File: src/core/cond_pkg.sv
// constants, codes and register map of the condition flag block
// Notes on behaviour
// - one of sixteen conditions is chosen per microinstruction by a 4-bit select field.
// - the chosen condition may be tested for zero or one; result steers the successor.
// - six resettable flags: two global, three local, one counter overflow.
// - global flags change only through the adjust field and the software and system clears; testing leaves them alone.
// - local flags are set by the adjust field and cleared when tested.
// - overflow flag sets when a counter increment finds the counter at all ones.
// - overflow flag clears when tested or when the counter is loaded.
// - a set and a clear of the overflow flag together leave it cleared.
// - testing overflow looks at the stored flag OR the live counter overflow.
// - the overflow test clear is gated by inverted nanobit 48 and the select decode.
// - flag select codes: 0 g1, 1 g2, 2 l1, 3 l2, d l3, 8 overflow.
// - set and tested together: global and local end set, overflow ends cleared.
// - adjust actions take effect at the end of phase 1.
// - adjust codes: 0 none, 1 set l2, 2 set g2, 3 clear g2, 4 set l3, 5 clr g1, 6 set g1, 7 set l1.
// - external select codes: 9, a, b, c, e and f as listed.
// - write buffer ready and read done always present their asserted low level.
// - codes 4 to 7 pick adder top bit, bottom bit, all ones, carry; never cleared.
// - successor is one when the selected condition equals the polarity bit.
// - side effect bit 0 adjusts always; 1 adjusts only when the successor is one.
package cond_pkg;

  localparam int SEL_W = 4;
  localparam int ADJ_W = 3;
  localparam int NFLAG = 6;
  localparam int NEXT = 6;
  localparam int NADD = 4;

  // flag positions in the condition register
  localparam int F_G1 = 0;
  localparam int F_G2 = 1;
  localparam int F_L1 = 2;
  localparam int F_L2 = 3;
  localparam int F_L3 = 4;
  localparam int F_OVF = 5;

  // external line positions
  localparam int X_ANY_REQ = 0;
  localparam int X_TIMER = 1;
  localparam int X_DATA_REQ = 2;
  localparam int X_STATUS_REQ = 3;

  // adder condition positions
  localparam int A_TOP = 0;
  localparam int A_BOTTOM = 1;
  localparam int A_ONES = 2;
  localparam int A_CARRY = 3;

  // level of the always-asserted memory lines (active low)
  localparam logic LINE_ASSERTED = 1'b0;

  typedef enum logic [3:0] {
    SEL_GLOBAL_ONE = 4'h0,
    SEL_GLOBAL_TWO = 4'h1,
    SEL_LOCAL_ONE = 4'h2,
    SEL_LOCAL_TWO = 4'h3,
    SEL_ADDER_TOP = 4'h4,
    SEL_ADDER_BOTTOM = 4'h5,
    SEL_ADDER_ONES = 4'h6,
    SEL_ADDER_CARRY = 4'h7,
    SEL_COUNTER_OVF = 4'h8,
    SEL_WRITE_BUF_READY = 4'h9,
    SEL_READ_DONE = 4'ha,
    SEL_ANY_PORT_REQ = 4'hb,
    SEL_TIMER_TICK = 4'hc,
    SEL_LOCAL_THREE = 4'hd,
    SEL_PORT_DATA_REQ = 4'he,
    SEL_PORT_STATUS_REQ = 4'hf
  } cond_sel_t;

  typedef enum logic [2:0] {
    ADJ_NONE = 3'h0,
    ADJ_SET_LOCAL_TWO = 3'h1,
    ADJ_SET_GLOBAL_TWO = 3'h2,
    ADJ_CLR_GLOBAL_TWO = 3'h3,
    ADJ_SET_LOCAL_THREE = 3'h4,
    ADJ_CLR_GLOBAL_ONE = 3'h5,
    ADJ_SET_GLOBAL_ONE = 3'h6,
    ADJ_SET_LOCAL_ONE = 3'h7
  } adjust_t;

  // bus register map (byte addresses)
  localparam int ADDR_W = 8;
  localparam logic [7:0] ADDR_CTRL = 8'h00;
  localparam logic [7:0] ADDR_STATUS = 8'h04;
  localparam int CTRL_ENABLE_BIT = 0;
  localparam int CTRL_CLEAR_BIT = 1;
  localparam logic CTRL_ENABLE_RESET = 1'b1;
  localparam int ST_FLAGS_LSB = 0;
  localparam int ST_SUCC_BIT = 6;
  localparam int ST_ADJ_BIT = 7;
  localparam int ST_COND_BIT = 8;
  localparam int ST_SEL_LSB = 12;

  // bus encodings
  localparam logic [2:0] HSIZE_WORD = 3'h2;
  localparam logic [1:0] HRESP_OKAY = 2'h0;

endpackage

File: src/core/cond_if.sv
// signals shared between the condition selector and the top
`timescale 1ns/1ps
interface cond_if;
  logic [cond_pkg::SEL_W-1:0] sel;
  logic polarity;
  logic side_effect;
  logic [cond_pkg::NFLAG-1:0] flags;
  logic live_ovf;
  logic [cond_pkg::NEXT-3:0] req_lines;
  logic [cond_pkg::NADD-1:0] adder;
  logic condition;
  logic successor;
  logic adjust_en;

  modport mux (
    input sel, polarity, side_effect, flags, live_ovf, req_lines, adder,
    output condition, successor, adjust_en
  );
  modport top (
    output sel, polarity, side_effect, flags, live_ovf, req_lines, adder,
    input condition, successor, adjust_en
  );
endinterface

File: src/core/cond_select.sv
// sixteen-way condition selector with polarity test and adjust enable
`timescale 1ns/1ps
module cond_select (
  cond_if.mux cif
);
  always_comb begin
    case (cond_pkg::cond_sel_t'(cif.sel))
      cond_pkg::SEL_GLOBAL_ONE: cif.condition = cif.flags[cond_pkg::F_G1];
      cond_pkg::SEL_GLOBAL_TWO: cif.condition = cif.flags[cond_pkg::F_G2];
      cond_pkg::SEL_LOCAL_ONE: cif.condition = cif.flags[cond_pkg::F_L1];
      cond_pkg::SEL_LOCAL_TWO: cif.condition = cif.flags[cond_pkg::F_L2];
      cond_pkg::SEL_ADDER_TOP: cif.condition = cif.adder[cond_pkg::A_TOP];
      cond_pkg::SEL_ADDER_BOTTOM: cif.condition = cif.adder[cond_pkg::A_BOTTOM];
      cond_pkg::SEL_ADDER_ONES: cif.condition = cif.adder[cond_pkg::A_ONES];
      cond_pkg::SEL_ADDER_CARRY: cif.condition = cif.adder[cond_pkg::A_CARRY];
      cond_pkg::SEL_COUNTER_OVF: cif.condition = cif.flags[cond_pkg::F_OVF] | cif.live_ovf;
      cond_pkg::SEL_WRITE_BUF_READY: cif.condition = cond_pkg::LINE_ASSERTED;
      cond_pkg::SEL_READ_DONE: cif.condition = cond_pkg::LINE_ASSERTED;
      cond_pkg::SEL_ANY_PORT_REQ: cif.condition = cif.req_lines[cond_pkg::X_ANY_REQ];
      cond_pkg::SEL_TIMER_TICK: cif.condition = cif.req_lines[cond_pkg::X_TIMER];
      cond_pkg::SEL_LOCAL_THREE: cif.condition = cif.flags[cond_pkg::F_L3];
      cond_pkg::SEL_PORT_DATA_REQ: cif.condition = cif.req_lines[cond_pkg::X_DATA_REQ];
      default: cif.condition = cif.req_lines[cond_pkg::X_STATUS_REQ];
    endcase
    cif.successor = (cif.condition == cif.polarity);
    cif.adjust_en = ~cif.side_effect | cif.successor;
  end
endmodule

File: src/core/flag_update.sv
// next value of the six stored condition flags
`timescale 1ns/1ps
module flag_update #(
  parameter int NF = cond_pkg::NFLAG
) (
  // present state and microinstruction
  input wire logic [NF-1:0] flags_i,
  input wire logic step_i,
  input wire logic adjust_en_i,
  input wire logic [cond_pkg::ADJ_W-1:0] adjust_i,
  input wire logic [cond_pkg::SEL_W-1:0] sel_i,
  input wire logic ovf_clear_gate_i,
  // counter and clears
  input wire logic ovf_set_i,
  input wire logic counter_load_i,
  input wire logic sw_clear_i,
  input wire logic system_clear_i,
  // next value
  output logic [NF-1:0] flags_o
);
  logic [NF-1:0] set_v;
  logic [NF-1:0] adj_clr;
  logic [NF-1:0] test_clr;
  always_comb begin
    set_v = '0;
    adj_clr = '0;
    test_clr = '0;
    if (step_i && adjust_en_i) begin
      case (cond_pkg::adjust_t'(adjust_i))
        cond_pkg::ADJ_SET_LOCAL_TWO: set_v[cond_pkg::F_L2] = 1'b1;
        cond_pkg::ADJ_SET_GLOBAL_TWO: set_v[cond_pkg::F_G2] = 1'b1;
        cond_pkg::ADJ_CLR_GLOBAL_TWO: adj_clr[cond_pkg::F_G2] = 1'b1;
        cond_pkg::ADJ_SET_LOCAL_THREE: set_v[cond_pkg::F_L3] = 1'b1;
        cond_pkg::ADJ_CLR_GLOBAL_ONE: adj_clr[cond_pkg::F_G1] = 1'b1;
        cond_pkg::ADJ_SET_GLOBAL_ONE: set_v[cond_pkg::F_G1] = 1'b1;
        cond_pkg::ADJ_SET_LOCAL_ONE: set_v[cond_pkg::F_L1] = 1'b1;
        default: set_v = '0;
      endcase
    end
    if (step_i) begin
      case (cond_pkg::cond_sel_t'(sel_i))
        cond_pkg::SEL_LOCAL_ONE: test_clr[cond_pkg::F_L1] = 1'b1;
        cond_pkg::SEL_LOCAL_TWO: test_clr[cond_pkg::F_L2] = 1'b1;
        cond_pkg::SEL_LOCAL_THREE: test_clr[cond_pkg::F_L3] = 1'b1;
        cond_pkg::SEL_COUNTER_OVF: test_clr[cond_pkg::F_OVF] = ovf_clear_gate_i;
        default: test_clr = '0;
      endcase
    end
    set_v[cond_pkg::F_OVF] = ovf_set_i;
    // sets win over test and software clears on the ordinary flags
    flags_o = (flags_i & ~adj_clr & ~test_clr & ~{NF{sw_clear_i}}) | set_v;
    flags_o[cond_pkg::F_OVF] = flags_o[cond_pkg::F_OVF] & ~(test_clr[cond_pkg::F_OVF] | counter_load_i);
    if (system_clear_i) begin
      flags_o = '0;
    end
  end
endmodule

File: src/core/cond_register.sv
// condition register, selector and successor output with an AHB-Lite register window
//
// The AHB-Lite slave port and the address map are this design's own decisions.
`timescale 1ns/1ps
module cond_register (
  // clock and reset
  input wire logic clk_i,
  input wire logic reset_i,
  input wire logic system_clear_i,
  // microinstruction fields, taken on step_i (end of phase 1)
  input wire logic step_i,
  input wire logic [cond_pkg::SEL_W-1:0] condition_select_field_i,
  input wire logic test_polarity_bit_i,
  input wire logic conditional_side_effect_bit_i,
  input wire logic [cond_pkg::ADJ_W-1:0] flag_adjust_field_i,
  input wire logic nanobit48_i,
  // loop counter
  input wire logic counter_increment_i,
  input wire logic counter_all_ones_i,
  input wire logic counter_live_overflow_i,
  input wire logic counter_load_i,
  // external request lines, raw low-active levels
  input wire logic any_port_request_n_i,
  input wire logic timer_tick_interrupt_n_i,
  input wire logic selected_port_data_request_n_i,
  input wire logic selected_port_status_request_n_i,
  // adder status from the previous microinstruction
  input wire logic adder_top_bit_i,
  input wire logic adder_bottom_bit_i,
  input wire logic adder_all_ones_i,
  input wire logic adder_carry_out_i,
  // results
  output logic successor_select_o,
  output logic selected_condition_o,
  output logic flag_adjust_enable_o,
  output logic [cond_pkg::NFLAG-1:0] flags_o,
  // AHB-Lite slave
  input wire logic hsel_i,
  input wire logic [31:0] haddr_i,
  input wire logic [1:0] htrans_i,
  input wire logic hwrite_i,
  input wire logic [2:0] hsize_i,
  input wire logic [31:0] hwdata_i,
  input wire logic hready_i,
  output logic [31:0] hrdata_o,
  output logic hreadyout_o,
  output logic hresp_o
);

  cond_if cif ();

  logic step;
  logic overflow_clear_gate;
  logic ovf_set;
  logic sw_clear;
  logic [cond_pkg::NFLAG-1:0] flags_q;
  logic [cond_pkg::NFLAG-1:0] flags_d;

  // captured results of the last microinstruction
  logic succ_q;
  logic succ_d;
  logic cond_q;
  logic cond_d;
  logic adj_q;
  logic adj_d;
  logic [cond_pkg::SEL_W-1:0] sel_q;
  logic [cond_pkg::SEL_W-1:0] sel_d;

  // bus state
  logic ctrl_enable_q;
  logic ctrl_enable_d;
  logic ap_valid_q;
  logic ap_valid_d;
  logic ap_write_q;
  logic ap_write_d;
  logic [cond_pkg::ADDR_W-1:0] ap_addr_q;
  logic [cond_pkg::ADDR_W-1:0] ap_addr_d;
  logic [31:0] rdata_q;
  logic [31:0] rdata_d;
  logic addr_phase;
  logic wr_ctrl;

  // steps are ignored while software holds the block disabled
  assign step = step_i & ctrl_enable_q;
  assign overflow_clear_gate = ~nanobit48_i;
  assign ovf_set = counter_increment_i & counter_all_ones_i;

  assign cif.sel = condition_select_field_i;
  assign cif.polarity = test_polarity_bit_i;
  assign cif.side_effect = conditional_side_effect_bit_i;
  assign cif.flags = flags_q;
  assign cif.live_ovf = counter_live_overflow_i;
  assign cif.req_lines[cond_pkg::X_ANY_REQ] = any_port_request_n_i;
  assign cif.req_lines[cond_pkg::X_TIMER] = timer_tick_interrupt_n_i;
  assign cif.req_lines[cond_pkg::X_DATA_REQ] = selected_port_data_request_n_i;
  assign cif.req_lines[cond_pkg::X_STATUS_REQ] = selected_port_status_request_n_i;
  assign cif.adder[cond_pkg::A_TOP] = adder_top_bit_i;
  assign cif.adder[cond_pkg::A_BOTTOM] = adder_bottom_bit_i;
  assign cif.adder[cond_pkg::A_ONES] = adder_all_ones_i;
  assign cif.adder[cond_pkg::A_CARRY] = adder_carry_out_i;

  cond_select u_select (
    .cif(cif.mux)
  );

  flag_update #(
    .NF(cond_pkg::NFLAG)
  ) u_update (
    .flags_i(flags_q),
    .step_i(step),
    .adjust_en_i(cif.adjust_en),
    .adjust_i(flag_adjust_field_i),
    .sel_i(condition_select_field_i),
    .ovf_clear_gate_i(overflow_clear_gate),
    .ovf_set_i(ovf_set),
    .counter_load_i(counter_load_i),
    .sw_clear_i(sw_clear),
    .system_clear_i(system_clear_i),
    .flags_o(flags_d)
  );

  // microinstruction results, held until the next step
  always_comb begin
    succ_d = succ_q;
    cond_d = cond_q;
    adj_d = adj_q;
    sel_d = sel_q;
    if (step) begin
      succ_d = cif.successor;
      cond_d = cif.condition;
      adj_d = cif.adjust_en;
      sel_d = condition_select_field_i;
    end
  end

  always_ff @(posedge clk_i) begin
    if (reset_i) begin
      flags_q <= '0;
      succ_q <= 1'b0;
      cond_q <= 1'b0;
      adj_q <= 1'b0;
      sel_q <= '0;
    end else begin
      flags_q <= flags_d;
      succ_q <= succ_d;
      cond_q <= cond_d;
      adj_q <= adj_d;
      sel_q <= sel_d;
    end
  end

  // bus: address phase capture, data phase write, read data prepared one cycle ahead
  assign addr_phase = hsel_i & hready_i & htrans_i[1];
  assign wr_ctrl = ap_valid_q & ap_write_q & (ap_addr_q == cond_pkg::ADDR_CTRL);
  assign sw_clear = wr_ctrl & hwdata_i[cond_pkg::CTRL_CLEAR_BIT];

  always_comb begin
    ap_valid_d = ap_valid_q;
    ap_write_d = ap_write_q;
    ap_addr_d = ap_addr_q;
    ctrl_enable_d = ctrl_enable_q;
    rdata_d = rdata_q;
    if (wr_ctrl) begin
      ctrl_enable_d = hwdata_i[cond_pkg::CTRL_ENABLE_BIT];
    end
    if (hready_i) begin
      ap_valid_d = addr_phase & (hsize_i == cond_pkg::HSIZE_WORD);
      ap_write_d = hwrite_i;
      ap_addr_d = haddr_i[cond_pkg::ADDR_W-1:0];
    end
    if (addr_phase && !hwrite_i) begin
      rdata_d = '0;
      if (haddr_i[cond_pkg::ADDR_W-1:0] == cond_pkg::ADDR_CTRL) begin
        rdata_d[cond_pkg::CTRL_ENABLE_BIT] = ctrl_enable_d;
      end else if (haddr_i[cond_pkg::ADDR_W-1:0] == cond_pkg::ADDR_STATUS) begin
        rdata_d[cond_pkg::ST_FLAGS_LSB +: cond_pkg::NFLAG] = flags_q;
        rdata_d[cond_pkg::ST_SUCC_BIT] = succ_q;
        rdata_d[cond_pkg::ST_ADJ_BIT] = adj_q;
        rdata_d[cond_pkg::ST_COND_BIT] = cond_q;
        rdata_d[cond_pkg::ST_SEL_LSB +: cond_pkg::SEL_W] = sel_q;
      end
    end
  end

  always_ff @(posedge clk_i) begin
    if (reset_i) begin
      ap_valid_q <= 1'b0;
      ap_write_q <= 1'b0;
      ap_addr_q <= '0;
      ctrl_enable_q <= cond_pkg::CTRL_ENABLE_RESET;
      rdata_q <= '0;
    end else begin
      ap_valid_q <= ap_valid_d;
      ap_write_q <= ap_write_d;
      ap_addr_q <= ap_addr_d;
      ctrl_enable_q <= ctrl_enable_d;
      rdata_q <= rdata_d;
    end
  end

  // outputs straight from flip-flops; hreadyout_o is low during reset, then the slave never waits and always answers OKAY
  always_ff @(posedge clk_i) begin
    if (reset_i) begin
      hreadyout_o <= 1'b0;
      hresp_o <= 1'b0;
    end else begin
      hreadyout_o <= 1'b1;
      hresp_o <= cond_pkg::HRESP_OKAY[0];
    end
  end

  assign hrdata_o = rdata_q;
  assign successor_select_o = succ_q;
  assign selected_condition_o = cond_q;
  assign flag_adjust_enable_o = adj_q;
  assign flags_o = flags_q;

endmodule

File: config.mk
export PLATFORM = sky130hd
export DESIGN_NAME = cond_register
export DESIGN_NICKNAME = d
export VERILOG_FILES = /design/src/core/cond_pkg.sv /design/src/core/cond_if.sv /design/src/core/cond_select.sv /design/src/core/flag_update.sv /design/src/core/cond_register.sv
export SDC_FILE = /design/constraint.sdc
export NUM_CORES = 1
export LEC_CHECK = 0
export BUFFER_PORTS_ARGS = -buffer_cell sky130_fd_sc_hd__buf_2
export CAP_MARGIN = 30
export CORE_MARGIN = 2
export CORE_UTILIZATION = 40
export DETAILED_ROUTE_END_ITERATION = 8
export PLACE_DENSITY = 0.8
export SETUP_SLACK_MARGIN = 0.3
export SLEW_MARGIN = 10
export SYNTH_ARGS = -nofsm -noshare
export SYNTH_HDL_FRONTEND = slang
export SYNTH_HIERARCHICAL = 1
export SYNTH_SLANG_ARGS = --single-unit
File: constraint.sdc
create_clock -name clk_i -period 4.1 [get_ports clk_i]
set_clock_uncertainty 0.05 [all_clocks]
set_input_delay 0.41 -clock clk_i [delete_from_list [all_inputs] [get_ports clk_i]]
set_output_delay 0.41 -clock clk_i [all_outputs]
set_load 0.02 [all_outputs]
-- Word level (Yosys, flattened, before mapping)
Index checks and enable logic that the tools add are counted.
- output and inout bits: 43
- bits in registers: 38
- word-level logic and storage cells: 87
- input bits: 98
- reductions and logical operators: 8
- bitwise logic cells: 22
- equality and inequality tests: 24
- mux-type cells: 22
- operators by type and width (operator ; count):
    equality test 4 bit (second input constant) ; 7
    AND 6 bit ; 3
    equality test 4 x 3 -> 1 bit (second input constant) ; 4
    logical NOT 8 bit ; 2
    2-to-1 mux 1 bit ; 14
    one-hot mux 1 bit (14 select lines) ; 1
    equality test 3 bit (second input constant) ; 4
    NOT 6 bit ; 2
    AND 1 bit ; 9
    equality test 3 x 2 -> 1 bit (second input constant) ; 3
    2-to-1 mux 9 bit ; 1
    equality test 4 x 2 -> 1 bit (second input constant) ; 2
    equality test 8 x 3 -> 1 bit (second input constant) ; 1
    2-to-1 mux 4 bit ; 2
    2-to-1 mux 8 bit ; 1
    2-to-1 mux 6 bit ; 1
    NOT 2 -> 6 bit ; 1
    OR 6 bit ; 1
    2-to-1 mux 5 bit ; 1
    equality test 4 x 1 -> 1 bit (second input constant) ; 1
    logical NOT 4 bit ; 1
    OR reduction 2 bit ; 2
    equality test 3 x 1 -> 1 bit (second input constant) ; 1
    NOT 1 bit ; 3
    other kinds (5) ; 8

-- Logic depth before layout (Yosys ltp)
Gate-level depths: netlist (run 1).
- depth in word-level cells: 13
- depth in mapped cells: 10
- gate-level depth less buffers: 9

-- Cells and area by module
The synthesis (run 1) kept the hierarchy.
- by module, submodules not included (module ; area each (um^2) ; times used ; sequential area each (um^2) ; cells an instance):
    cond_register ; 1526.5 ; 1 ; 760.7 ; 160
    cond_select ; 191.4 ; 1 ; 0.0 ; 23
    flag_update ; 188.9 ; 1 ; 0.0 ; 30

-- Worst setup path after synthesis (run 1)
Ideal clock, no wire load.
- path kind: input port to flip-flop
- start: input condition_select_field_i[1] in the netlist's numbering
- end: register flags_q, in the netlist flags_o[3]
- arrival: 2.204 ns
- buffers on the path: 1
- stages on the path: 9
- library setup time: 0.129 ns
- required time: 3.921 ns
- setup slack: 1.717 ns
- path through: buf_6 -> mux2i_1 -> mux4_2 -> nor2b_4 -> nor3_4 -> mux2_4 -> and3b_2 -> a32o_1 -> nor2b_1
- longest elaborated chain between the ends: 8
- elaborated cells between the ends (all ways): 27
- classes of those cells: eq/ne: 15; mux: 4; bitwise: 5; reduce/logical: 3
- RTL lines (item ; RTL line ; text):
    from (decl) ; cond_register.sv:12 ; input wire logic [cond_pkg::SEL_W-1:0] condition_select_field_i,
    equality test 4 bit ; cond_select.sv:7 ; case (cond_pkg::cond_sel_t'(cif.sel))
    OR reduction 2 bit (no line) ; n/a ;
    one-hot mux 1 bit (14 select lines) (*) ; cond_select.sv:7 ;
    named net cif.condition ; cond_if.sv:11 ; logic condition;
    equality test 1 bit (*) ; cond_select.sv:25 ; cif.successor = (cif.condition == cif.polarity);
    OR 1 bit (*) ; cond_select.sv:26 ; cif.adjust_en = ~cif.side_effect | cif.successor;
    named net cif.adjust_en ; cond_if.sv:13 ; logic adjust_en;
    logical AND 1 bit (*) ; flag_update.sv:28 ; if (step_i && adjust_en_i) begin
    2-to-1 mux 5 bit (*) ; flag_update.sv:28 ;
    OR 6 bit (*) ; flag_update.sv:51 ; flags_o = (flags_i & ~adj_clr & ~test_clr & ~{NF{sw_clear_i}}) | set_v;
    to (signal assigned) ; cond_register.sv:144 ; flags_q <= flags_d;
    to (decl) ; cond_register.sv:56 ; logic [cond_pkg::NFLAG-1:0] flags_q;
The timed path passes the listed nets; every way through them passes the cells marked *.
A chain may end at the register's enable or synchronous reset.

-- Worst setup path in the final report (run 1)
- start: register flags_q, in the netlist flags_o[0]
- end: register flags_q, in the netlist flags_o[1]
- longest elaborated chain between the ends: 10
- elaborated cells between the ends (all ways): 11
- classes of those cells: eq/ne: 1; mux: 3; bitwise: 6; reduce/logical: 1
- RTL lines (item ; RTL line):
    one-hot mux 1 bit (14 select lines) (*) ; cond_select.sv:7
    named net cif.condition ; cond_if.sv:11
    equality test 1 bit (*) ; cond_select.sv:25
    OR 1 bit (*) ; cond_select.sv:26
    named net cif.adjust_en ; cond_if.sv:13
    logical AND 1 bit (*) ; flag_update.sv:28
    2-to-1 mux 2 bit ; flag_update.sv:28
    NOT 2 -> 6 bit ; flag_update.sv:51
    AND 6 bit (3 in series) ; flag_update.sv:51
    OR 6 bit (*) ; flag_update.sv:51
Marked as above.

==> flow_summary.toml, run 1 <==
[synth]
synth_top_area_share_pct = 39.9
synth_edf_count = 0
synth_area_um2 = 1910
synth_cells = 213
synth_top_area_cell = "dfxtp_1"
synthFlopType = "dfxtp_1"
avgSynthCellArea_um2 = 8.95
ys_ff_latch = 38
synth.area.top_cells = "dfxtp_1 40%, buf_4 7.9%, mux2i_1 7.3%, nor2_1 5.5%, a22oi_1 4.7%"
async_reset_ff_share_pct = 0
synth.distinct_cells = 45
ys_seq_area_share_pct = 39.9
yosysWarnings = 6

[sta]
setup_tns_ps = 0
slew-limit-headroom_pct = 51.0
fmax_mhz = 425
slew_violations = 0
min_period_ps = 2350
setup_violations = 0
timing.final.crit_share_pct = 57.4
worst_slack_ps = 1750
worst_pin_slew_ps = 732
rsz0062_at_grt = "false"
hold_viol_final = 0

[drt]
routed_wl_mm = 4.32
wl_per_cell_um = 13.0
firstDrtPassIters = 4
num_vias = 1649
drt-vias-per-instance = 4.97
drcViolationCount = 0
drt_iter0_drc = 51
antenna_left = 0

[place]
dp_slack_ps = 1500
routabilityCongestion = 0.830
dp_hpwl_mm = 3.20
dp_cells = 324
port_buffers = 65

[global_route]
grt.overflow.total = 0
grt_pass1_wl_mm = 6.69
grt_antenna_before_repair = 0
grt_max_degree = 39
grt_usage_pct = 16.2
grt_pass1_vias = 1486

[die]
die-area_um2 = 5340
fp-row-count = 25
die_h_um = 73.0
core_area_um2 = 4660
start_util_pct = 40.9
io_pins = 141
die_w_um = 73.0

[worst_setup_path]
worst-path-max-fanout = 4
critPathArrivalTime_ps = 2530
path_class = "flop to flop"
crit_path_end_kind = "flop"
startpoint_type = "flop"
cp.required_ps = 4270

[outcome]
outcome = "finished clean"

[final_layout]
final_common_cell = "buf_2"
stdcell_count = 332
mostFrequentLayoutCells = "65 x buf_2, 38 x dfxtp_1, 28 x nor2_1, 21 x nand2_1, 20 x conb_1"
drive_above_1_share_pct = 31.7
syn_to_final_growth_pct = 22.0
fin_nets = 375
diodes = 0

[flow_run]
cap_violations = 0

[worst_hold_path]
hp-class = "input pin to flop"

[power]
max-vdd-ir-drop_v = 0.000191
power_density_nw_per_um2 = 377
leakage_nw = 1.09

[clock_tree]
clk_path_buf_depth = 2
cts_setup_buffers = 0
cts_tree = "yes"
cts_hold_buf = 0
clkSinkCount = 38
cts_max_level = 2
insertion_delay_ps = 290
path_clk_slew_ps = 80
ctsResizeCount = 0
cts_inserted_buffers = 5
clock-root-buffer = "clkbuf_8"
cell families after synthesis:
logic type | Yosys count | share of synthesized area (%)
AND/OR/NAND/NOR | 89 | 25.9
flip-flops | 38 | 39.9
AO/OA/AOI/OAI | 36 | 13.6
buffers and inverters | 32 | 10.7
multiplexers | 16 | 9.32
XOR/XNOR | 1 | 0.459
other | 1 | 0.197
cell usage after synthesis, types with 3 or more instances:
| cell type | number |
|---|---|
| nand2_1 | 21 |
| mux2i_1 | 14 |
| buf_4 | 20 |
| nand3_1 | 3 |
| a22oi_1 | 12 |
| inv_1 | 3 |
| a21oi_1 | 12 |
| nand4_1 | 4 |
| nand2b_1 | 6 |
| o21ai_0 | 3 |
| nor2_1 | 28 |
| clkbuf_1 | 4 |
| dfxtp_1 | 38 |
| nor2b_1 | 9 |
power by group:
part	leakage [nW]	internal, mW	switching, mW
Sequential	0.310	0.380	0.00717
Clock	0.0683	0.244	0.136
Combinational	0.713	0.0436	0.0678
Total	1.09	0.667	0.211
stage by stage:
stage	instance area (µm²)	hold WS, ps	util [%]	total power [mW]
2_1_floorplan	1980	386	-	0.482
3_3_place_gp	2190	400	47.0	0.504
3_5_place_dp	2190	403	47.0	0.507
4_1_cts	2330	309	49.9	0.885
5_1_grt	2330	326	49.9	0.915
6_report	2330	319	49.9	0.878
final timing paths:
kind / from / to / slack, ps / depth (start not counted)
min reg2reg: sel_q[0] / sel_q[0] / 410 / 2
min: hwdata_i[0] / ctrl_enable_q / 320 / 2
max reg2reg: flags_o[0] / flags_o[1] / 1750 / 9
max: flags_o[0] / flags_o[1] / 1750 / 9
metal layers:
metal / wire (µm) / up-vias / GRT usage [%]
li1: - / 827 / -
met1: 1950 / 753 / 19.4
met2: 2070 / 67 / 27.8
met3: 270 / 2 / 4.01
met4: 34 / 0 / 6.38
met5: 0 / - / 0
state kept, by name, indices dropped and copies added (netlist names):
register and flops:
hrdata_o 13, ap_addr_q 8, flags_o 6, sel_q 4, ap_valid_q 1, ap_write_q 1, ctrl_enable_q 1, flag_adjust_enable_o 1
hreadyout_o 1, selected_condition_o 1, successor_select_o 1
critical path, cell delays in order (launching register included):
cell	delay [ps]
dfxtp_1	420
mux2i_1	90
mux4_2	450
nor2b_4	140
nor3_4	170
mux2_4	360
and3b_2	210
nand2_1	80
mux2i_1	180
nor2b_1	130
layout make-up:
| cell class | instances | area, µm² |
|---|---|---|
| Clock buffer | 5 | 68.8 |
| Clock inverter | 3 | 68.8 |
| Fill cell | 458 | 2330 |
| Inverter | 4 | 15.0 |
| Multi-Input combinational cell | 162 | 1010 |
| Sequential cell | 38 | 761 |
| Tap cell | 54 | 67.6 |
| Timing Repair Buffer | 66 | 333 |
No activity file was read; power rests on OpenSTA's default activity.
==> inputs of run 2 (changes only) <==
- ABC_AREA: default -> 1
- CORE_UTILIZATION: 40 -> 38
- PLACE_DENSITY: 0.8 -> 0.77
- clock period: 4.1 -> 2 ns (I/O delays scaled with it)
==> run 2 against run 1 <==
  * Critical path depth is 4 higher
  * Sequential cell count unchanged
  * Largest cell class unchanged
  * Sequential share of layout area decreased by 2.6 points
  * Non-clock buffer count grew 5
==> flow_summary.toml, run 2 <==
[outcome]
outcome = "finished clean"

[final_layout]
diodes = 0
fin_nets = 481
largest_reg_flops = 13
syn_to_final_growth_pct = 22.5
drive_above_1_share_pct = 29.7
seqCellArea_um2 = 771
mostFrequentLayoutCells = "65 x buf_2, 53 x nor2_1, 48 x nand2_1, 38 x inv_1, 34 x dfxtp_1"
final_common_cell = "buf_2"
multi_input_area_um2 = 1060
num-fill-cells = 558

[worst_setup_path]
worst-path-max-fanout = 4
startpoint_type = "flop"
max_stage_delay_ps = 370
path_class = "flop to flop"
crit_path_end_kind = "flop"
reg2reg_depth = 13
worstReg2RegStart = "flags_o[3]"
slowest_stage = "dfxtp_4"
cp.required_ps = 2170
r2r_slack_ps = 240
critPathArrivalTime_ps = 1940
rr_endpoint = "flags_o[0]"
crit_chain = "nand3_2, nand2_1, nor2_1, nor2_1, nor2_2, nand4_1, nand3_2, nand2_4, nor2_4, nand3_2, a21oi_2, inv_1, nor2_1"

[clock_tree]
cts_max_level = 2
insertion_delay_ps = 290
cts_tree = "yes"
clkSinkCount = 38
path_clk_slew_ps = 80
clock-root-buffer = "clkbuf_8"
clk_path_buf_depth = 2
cts_inserted_buffers = 5

[place]
port_buffers = 65
dp_hpwl_mm = 3.68
routabilityCongestion = 0.920

[sta]
rsz0062_at_grt = "true"
timing.final.crit_share_pct = 88.2
worst_pin_slew_ps = 501
hold_viol_final = 0
fmax_mhz = 567
setup_tns_ps = 0
slew-limit-headroom_pct = 66.6
min_period_ps = 1760
setup_violations = 0
slew_violations = 0

[die]
io_pins = 141
start_util_pct = 38.8
die_h_um = 78.2
die_w_um = 78.2
fp-row-count = 27
die-area_um2 = 6120
core_area_um2 = 5410

[synth]
yosysWarnings = 6
synth_most_common_cell = "nor2_1"
synth_edf_count = 0
ys_ff_latch = 38
synth_area_um2 = 2090
ys_top_cells_by_count = "54 x nor2_1, 49 x nand2_1, 39 x inv_1"
synth.distinct_cells = 21
synthFlopType = "dfxtp_1"
synth.area.top_cells = "dfxtp_1 36%, nor2_1 9.7%, nand2_1 8.8%, nand3_1 8.1%, buf_4 7.2%"
synth_cells = 315
async_reset_ff_share_pct = 0
avgSynthCellArea_um2 = 6.65
synth_top_area_share_pct = 36.3
ys_seq_area_share_pct = 36.3
synth_top_area_cell = "dfxtp_1"

[drt]
routed_wl_mm = 4.94
drt_iter0_drc = 99
num_vias = 2089
firstDrtPassIters = 4
drcViolationCount = 0
wl_per_cell_um = 10.8
antenna_left = 0
drt-vias-per-instance = 4.58

[worst_hold_path]
min_to = "ap_addr_q[1]"
hold_path_startpoint = "haddr_i[1]"
hp-class = "input pin to flop"
holdPathStages = 3

[power]
power_density_nw_per_um2 = 627
max-vdd-ir-drop_v = 0.000252
leakage_nw = 1.26
finalPower_mw = 1.61

[global_route]
grt_pass1_vias = 1797
grt_max_degree = 21
grt_antenna_before_repair = 0
grt_usage_pct = 15.4
grt_pass1_wl_mm = 7.56
grt.overflow.total = 0

[flow_run]
cap_violations = 0
run 2: changes by cell type after synthesis, sizes merged, moves of 3 or more:
cell,previous run,this run
nor2b,10,0
mux2i,14,0
buf,24,28
nand3,3,40
a22oi,12,0
clkbuf,4,1
nand2b,6,0
o21ai,3,19
a21oi,12,28
or4,3,0
nor2,28,60
nand2,21,51
inv,3,43
run 2: metal layers:
metal	vias to the layer above	track usage, %	routed length, µm
li1	1084	-	-
met1	922	17.8	2160
met2	74	26.9	2340
met3	9	3.79	349
met4	0	6.49	94
met5	-	0	0
run 2: what timing repair did:
action | in CTS | in global routing
buffers inserted | 1 | 2
pin swaps | 1 | 12
endpoints found under the setup margin | 4 | 6
gates cloned | 0 | 0
hold buffers | 0 | 0
resized for setup | 5 | 16
run 2: how the worst max path moves through the flow:
stage / cells after the start / slack [ps] / from / to
2_1_floorplan: 14 / 360 / flags_o[3] / flags_o[1]
3_3_place_gp: 17 / 150 / condition_select_field_i[1] / flags_o[1]
3_5_place_dp: 17 / 110 / condition_select_field_i[1] / flags_o[1]
4_1_cts: 13 / 300 / flags_o[3] / flags_o[2]
5_1_grt: 13 / 120 / flags_o[3] / flags_o[2]
6_report: 13 / 240 / flags_o[3] / flags_o[0]
run 2: logic make-up (layout without fill, tap and decap cells):
| group | Yosys count | after routing | share of synthesized area, % |
|---|---|---|---|
| and+or+nand+nor | 155 | 155 | 33.6 |
| buffers and inverters | 74 | 124 | 18.6 |
| AOI/OAI and AO/OA | 47 | 47 | 11.2 |
| DFF | 38 | 38 | 36.3 |
| other | 1 | 20 | 0.179 |
run 2: worst max-delay path: cells and delay by family, from the launching register on:
kind	cells	cell delay [ps]
AOI/OAI and AO/OA	1	140
DFF	1	370
and+or+nand+nor	11	1090
buffers and inverters	1	50
run 2: through the flow:
step	hold WS [ps]	setup slack, ps	util [%]	instance area, µm²	cells
floorplan	240	360	-	2170	334
CTS	107	301	46.2	2500	454
detailed placement	402	107	44.1	2380	445
global route	115	124	47.5	2560	456
global placement	399	149	44.1	2380	445
finish	102	236	47.5	2560	456
run 2: layout make-up:
class                   instances  area share, %
well taps                      72           3.51
clock inverters                 2          0.488
inverters                      45           6.78
clock buffers                   6           3.22
repair buffers                 71           14.4
multi-input cells             222           41.5
flip-flops and latches         38           30.0
run 2: power by group:
group	internal (mW)	switching [mW]
Clock	0.277	0.271
Sequential	0.781	0.0175
Combinational	0.0850	0.175
Total	1.14	0.464
==> inputs of run 3 (changes only) <==
- RECOVER_POWER: default -> 50
==> run 3 against run 2 <==
  * Die area did not move
  * Combinational power barely moved
  * Design area fell by 0.98%
  * Fmax rose by 1.3%
  * Wire length fell by 0.16%
  * Total power barely moved
  * Final cell count did not move
  * Worst setup slack improved by 22 ps
  * Global-route usage did not move
  * Highest routed layer unchanged
  * Via count rose by 0.29%
==> flow_summary.toml, run 3 (same netlist as run 2, synthesis figures left out) <==
[clock_tree]
clkSinkCount = 38
cts_tree = "yes"
cts_hold_buf = 0
clk_path_buf_depth = 2
clock-root-buffer = "clkbuf_8"
cts_max_level = 2
insertion_delay_ps = 290
cts_inserted_buffers = 5
path_clk_slew_ps = 80

[sta]
rsz0062_at_grt = "true"
hold_viol_final = 0
holdWs_ps = 103
timing.final.crit_share_pct = 87.1
fmax_mhz = 574
worst_pin_slew_ps = 861
slew_violations = 0
setup_violations = 0
setup_tns_ps = 0
min_period_ps = 1740
slew-limit-headroom_pct = 42.6

[drt]
num_vias = 2095
wl_per_cell_um = 10.8
drt_iter0_drc = 105
routed_wl_mm = 4.93
drcViolationCount = 0
drt-vias-per-instance = 4.59
antenna_left = 0
firstDrtPassIters = 4

[final_layout]
diodes = 0
seqCellArea_um2 = 771
largest_reg_flops = 13
syn_to_final_growth_pct = 21.3
final_common_cell = "nor2_1"
multi_input_area_um2 = 1060
num-fill-cells = 568
drive_above_1_share_pct = 24.5
mostFrequentLayoutCells = "53 x nor2_1, 48 x nand2_1, 45 x buf_2, 38 x inv_1, 34 x dfxtp_1"
fin_nets = 481

[worst_hold_path]
hold_path_startpoint = "haddr_i[1]"
hp-class = "input pin to flop"

[global_route]
grt.overflow.total = 0
grt_usage_pct = 15.4
use_met2_pct = 26.9
top_usage_layer = "met2"
use_met1_pct = 17.8
grt_pass1_vias = 1797
grtUsageMet3_pct = 3.79
grt_antenna_before_repair = 0
grt_max_degree = 21
grt_pass1_wl_mm = 7.56

[power]
power_density_nw_per_um2 = 633
leakage_nw = 1.18
max-vdd-ir-drop_v = 0.000251

[worst_setup_path]
startpoint_type = "flop"
cp.required_ps = 2100
worst-path-max-fanout = 4
crit_path_end_kind = "flop"
crit_start = "flags_o[3]"
critPathArrivalTime_ps = 1840
worstReg2RegStart = "flags_o[3]"
path_class = "flop to flop"

[outcome]
outcome = "finished clean"

[die]
die_w_um = 78.2
die-area_um2 = 6120
start_util_pct = 38.8
io_pins = 141
die_h_um = 78.2
fp-row-count = 27
core_area_um2 = 5410

[flow_run]
cap_violations = 0

[place]
routabilityCongestion = 0.920
dp_hpwl_mm = 3.68
port_buffers = 65
-- run 3: changes by cell type in the layout (fill, tap and decap cells not counted) --
cell and change:
buf_2 -20, clkbuf_1 +20
-- run 3: worst paths after layout --
path              cells past startpoint  slack (ps)           end
setup reg to reg                     14         260    flags_o[0]
hold reg to reg                       2         420   hrdata_o[1]
hold / removal                        3         100  ap_addr_q[1]
setup / recovery                     14         260    flags_o[0]
-- run 3: power breakdown --
part	internal (mW)	leakage (nW)	switching, mW
registers	0.781	0.313	0.0178
logic	0.0829	0.816	0.175
clock network	0.277	0.0472	0.273
total	1.14	1.18	0.466
-- run 3: repair_timing --
action                                  CTS  global route
endpoints found under the setup margin    4             6
setup buffers                             1             2
gates resized for setup                   5            16
pin swaps                                 1            12
-- run 3: worst max-delay path, cell delays in order (launching register included) --
cell     delay (ps)
dfxtp_4         370
nand3_2          70
nand2_1          50
nor2_1           90
nor2_1           50
nor2_2          130
nand4_1         150
nand3_2         120
nand2_4          80
nor2_4          150
nand2_1          70
nand2_1          80
a21oi_2          50
inv_1            50
nor2_1           40
-- run 3: through the flow --
step                      cells  total power [mW]  area (µm²)  setup WS (ps)  util, %
after detailed placement    445              1.06        2380            107     44.1
final                       456              1.61        2540            258     47.0
after floorplan             334              1.01        2170            360        -
after CTS                   454              1.60        2500            301     46.2
after global placement      445              1.06        2380            149     44.1
after global routing        456              1.67        2540            115     47.0
-- run 3: cell type report --
| type | instances | share of cell area [%] |
|---|---|---|
| clock buffer | 6 | 3.25 |
| clock inverter | 2 | 0.493 |
| inverter | 45 | 6.85 |
| multi-input combinational | 222 | 41.9 |
| sequential | 38 | 30.3 |
| tap | 72 | 3.55 |
| timing repair buffer | 71 | 13.6 |
-- run 3: metal layers --
layer  part of all wire, %  vias to the layer above  wire [µm]
met5                     0                        -          0
met4                   1.9                        0         92
met2                    47                       60       2320
met1                    44                      941       2150
li1                      -                     1086          -
met3                   7.3                        8        359
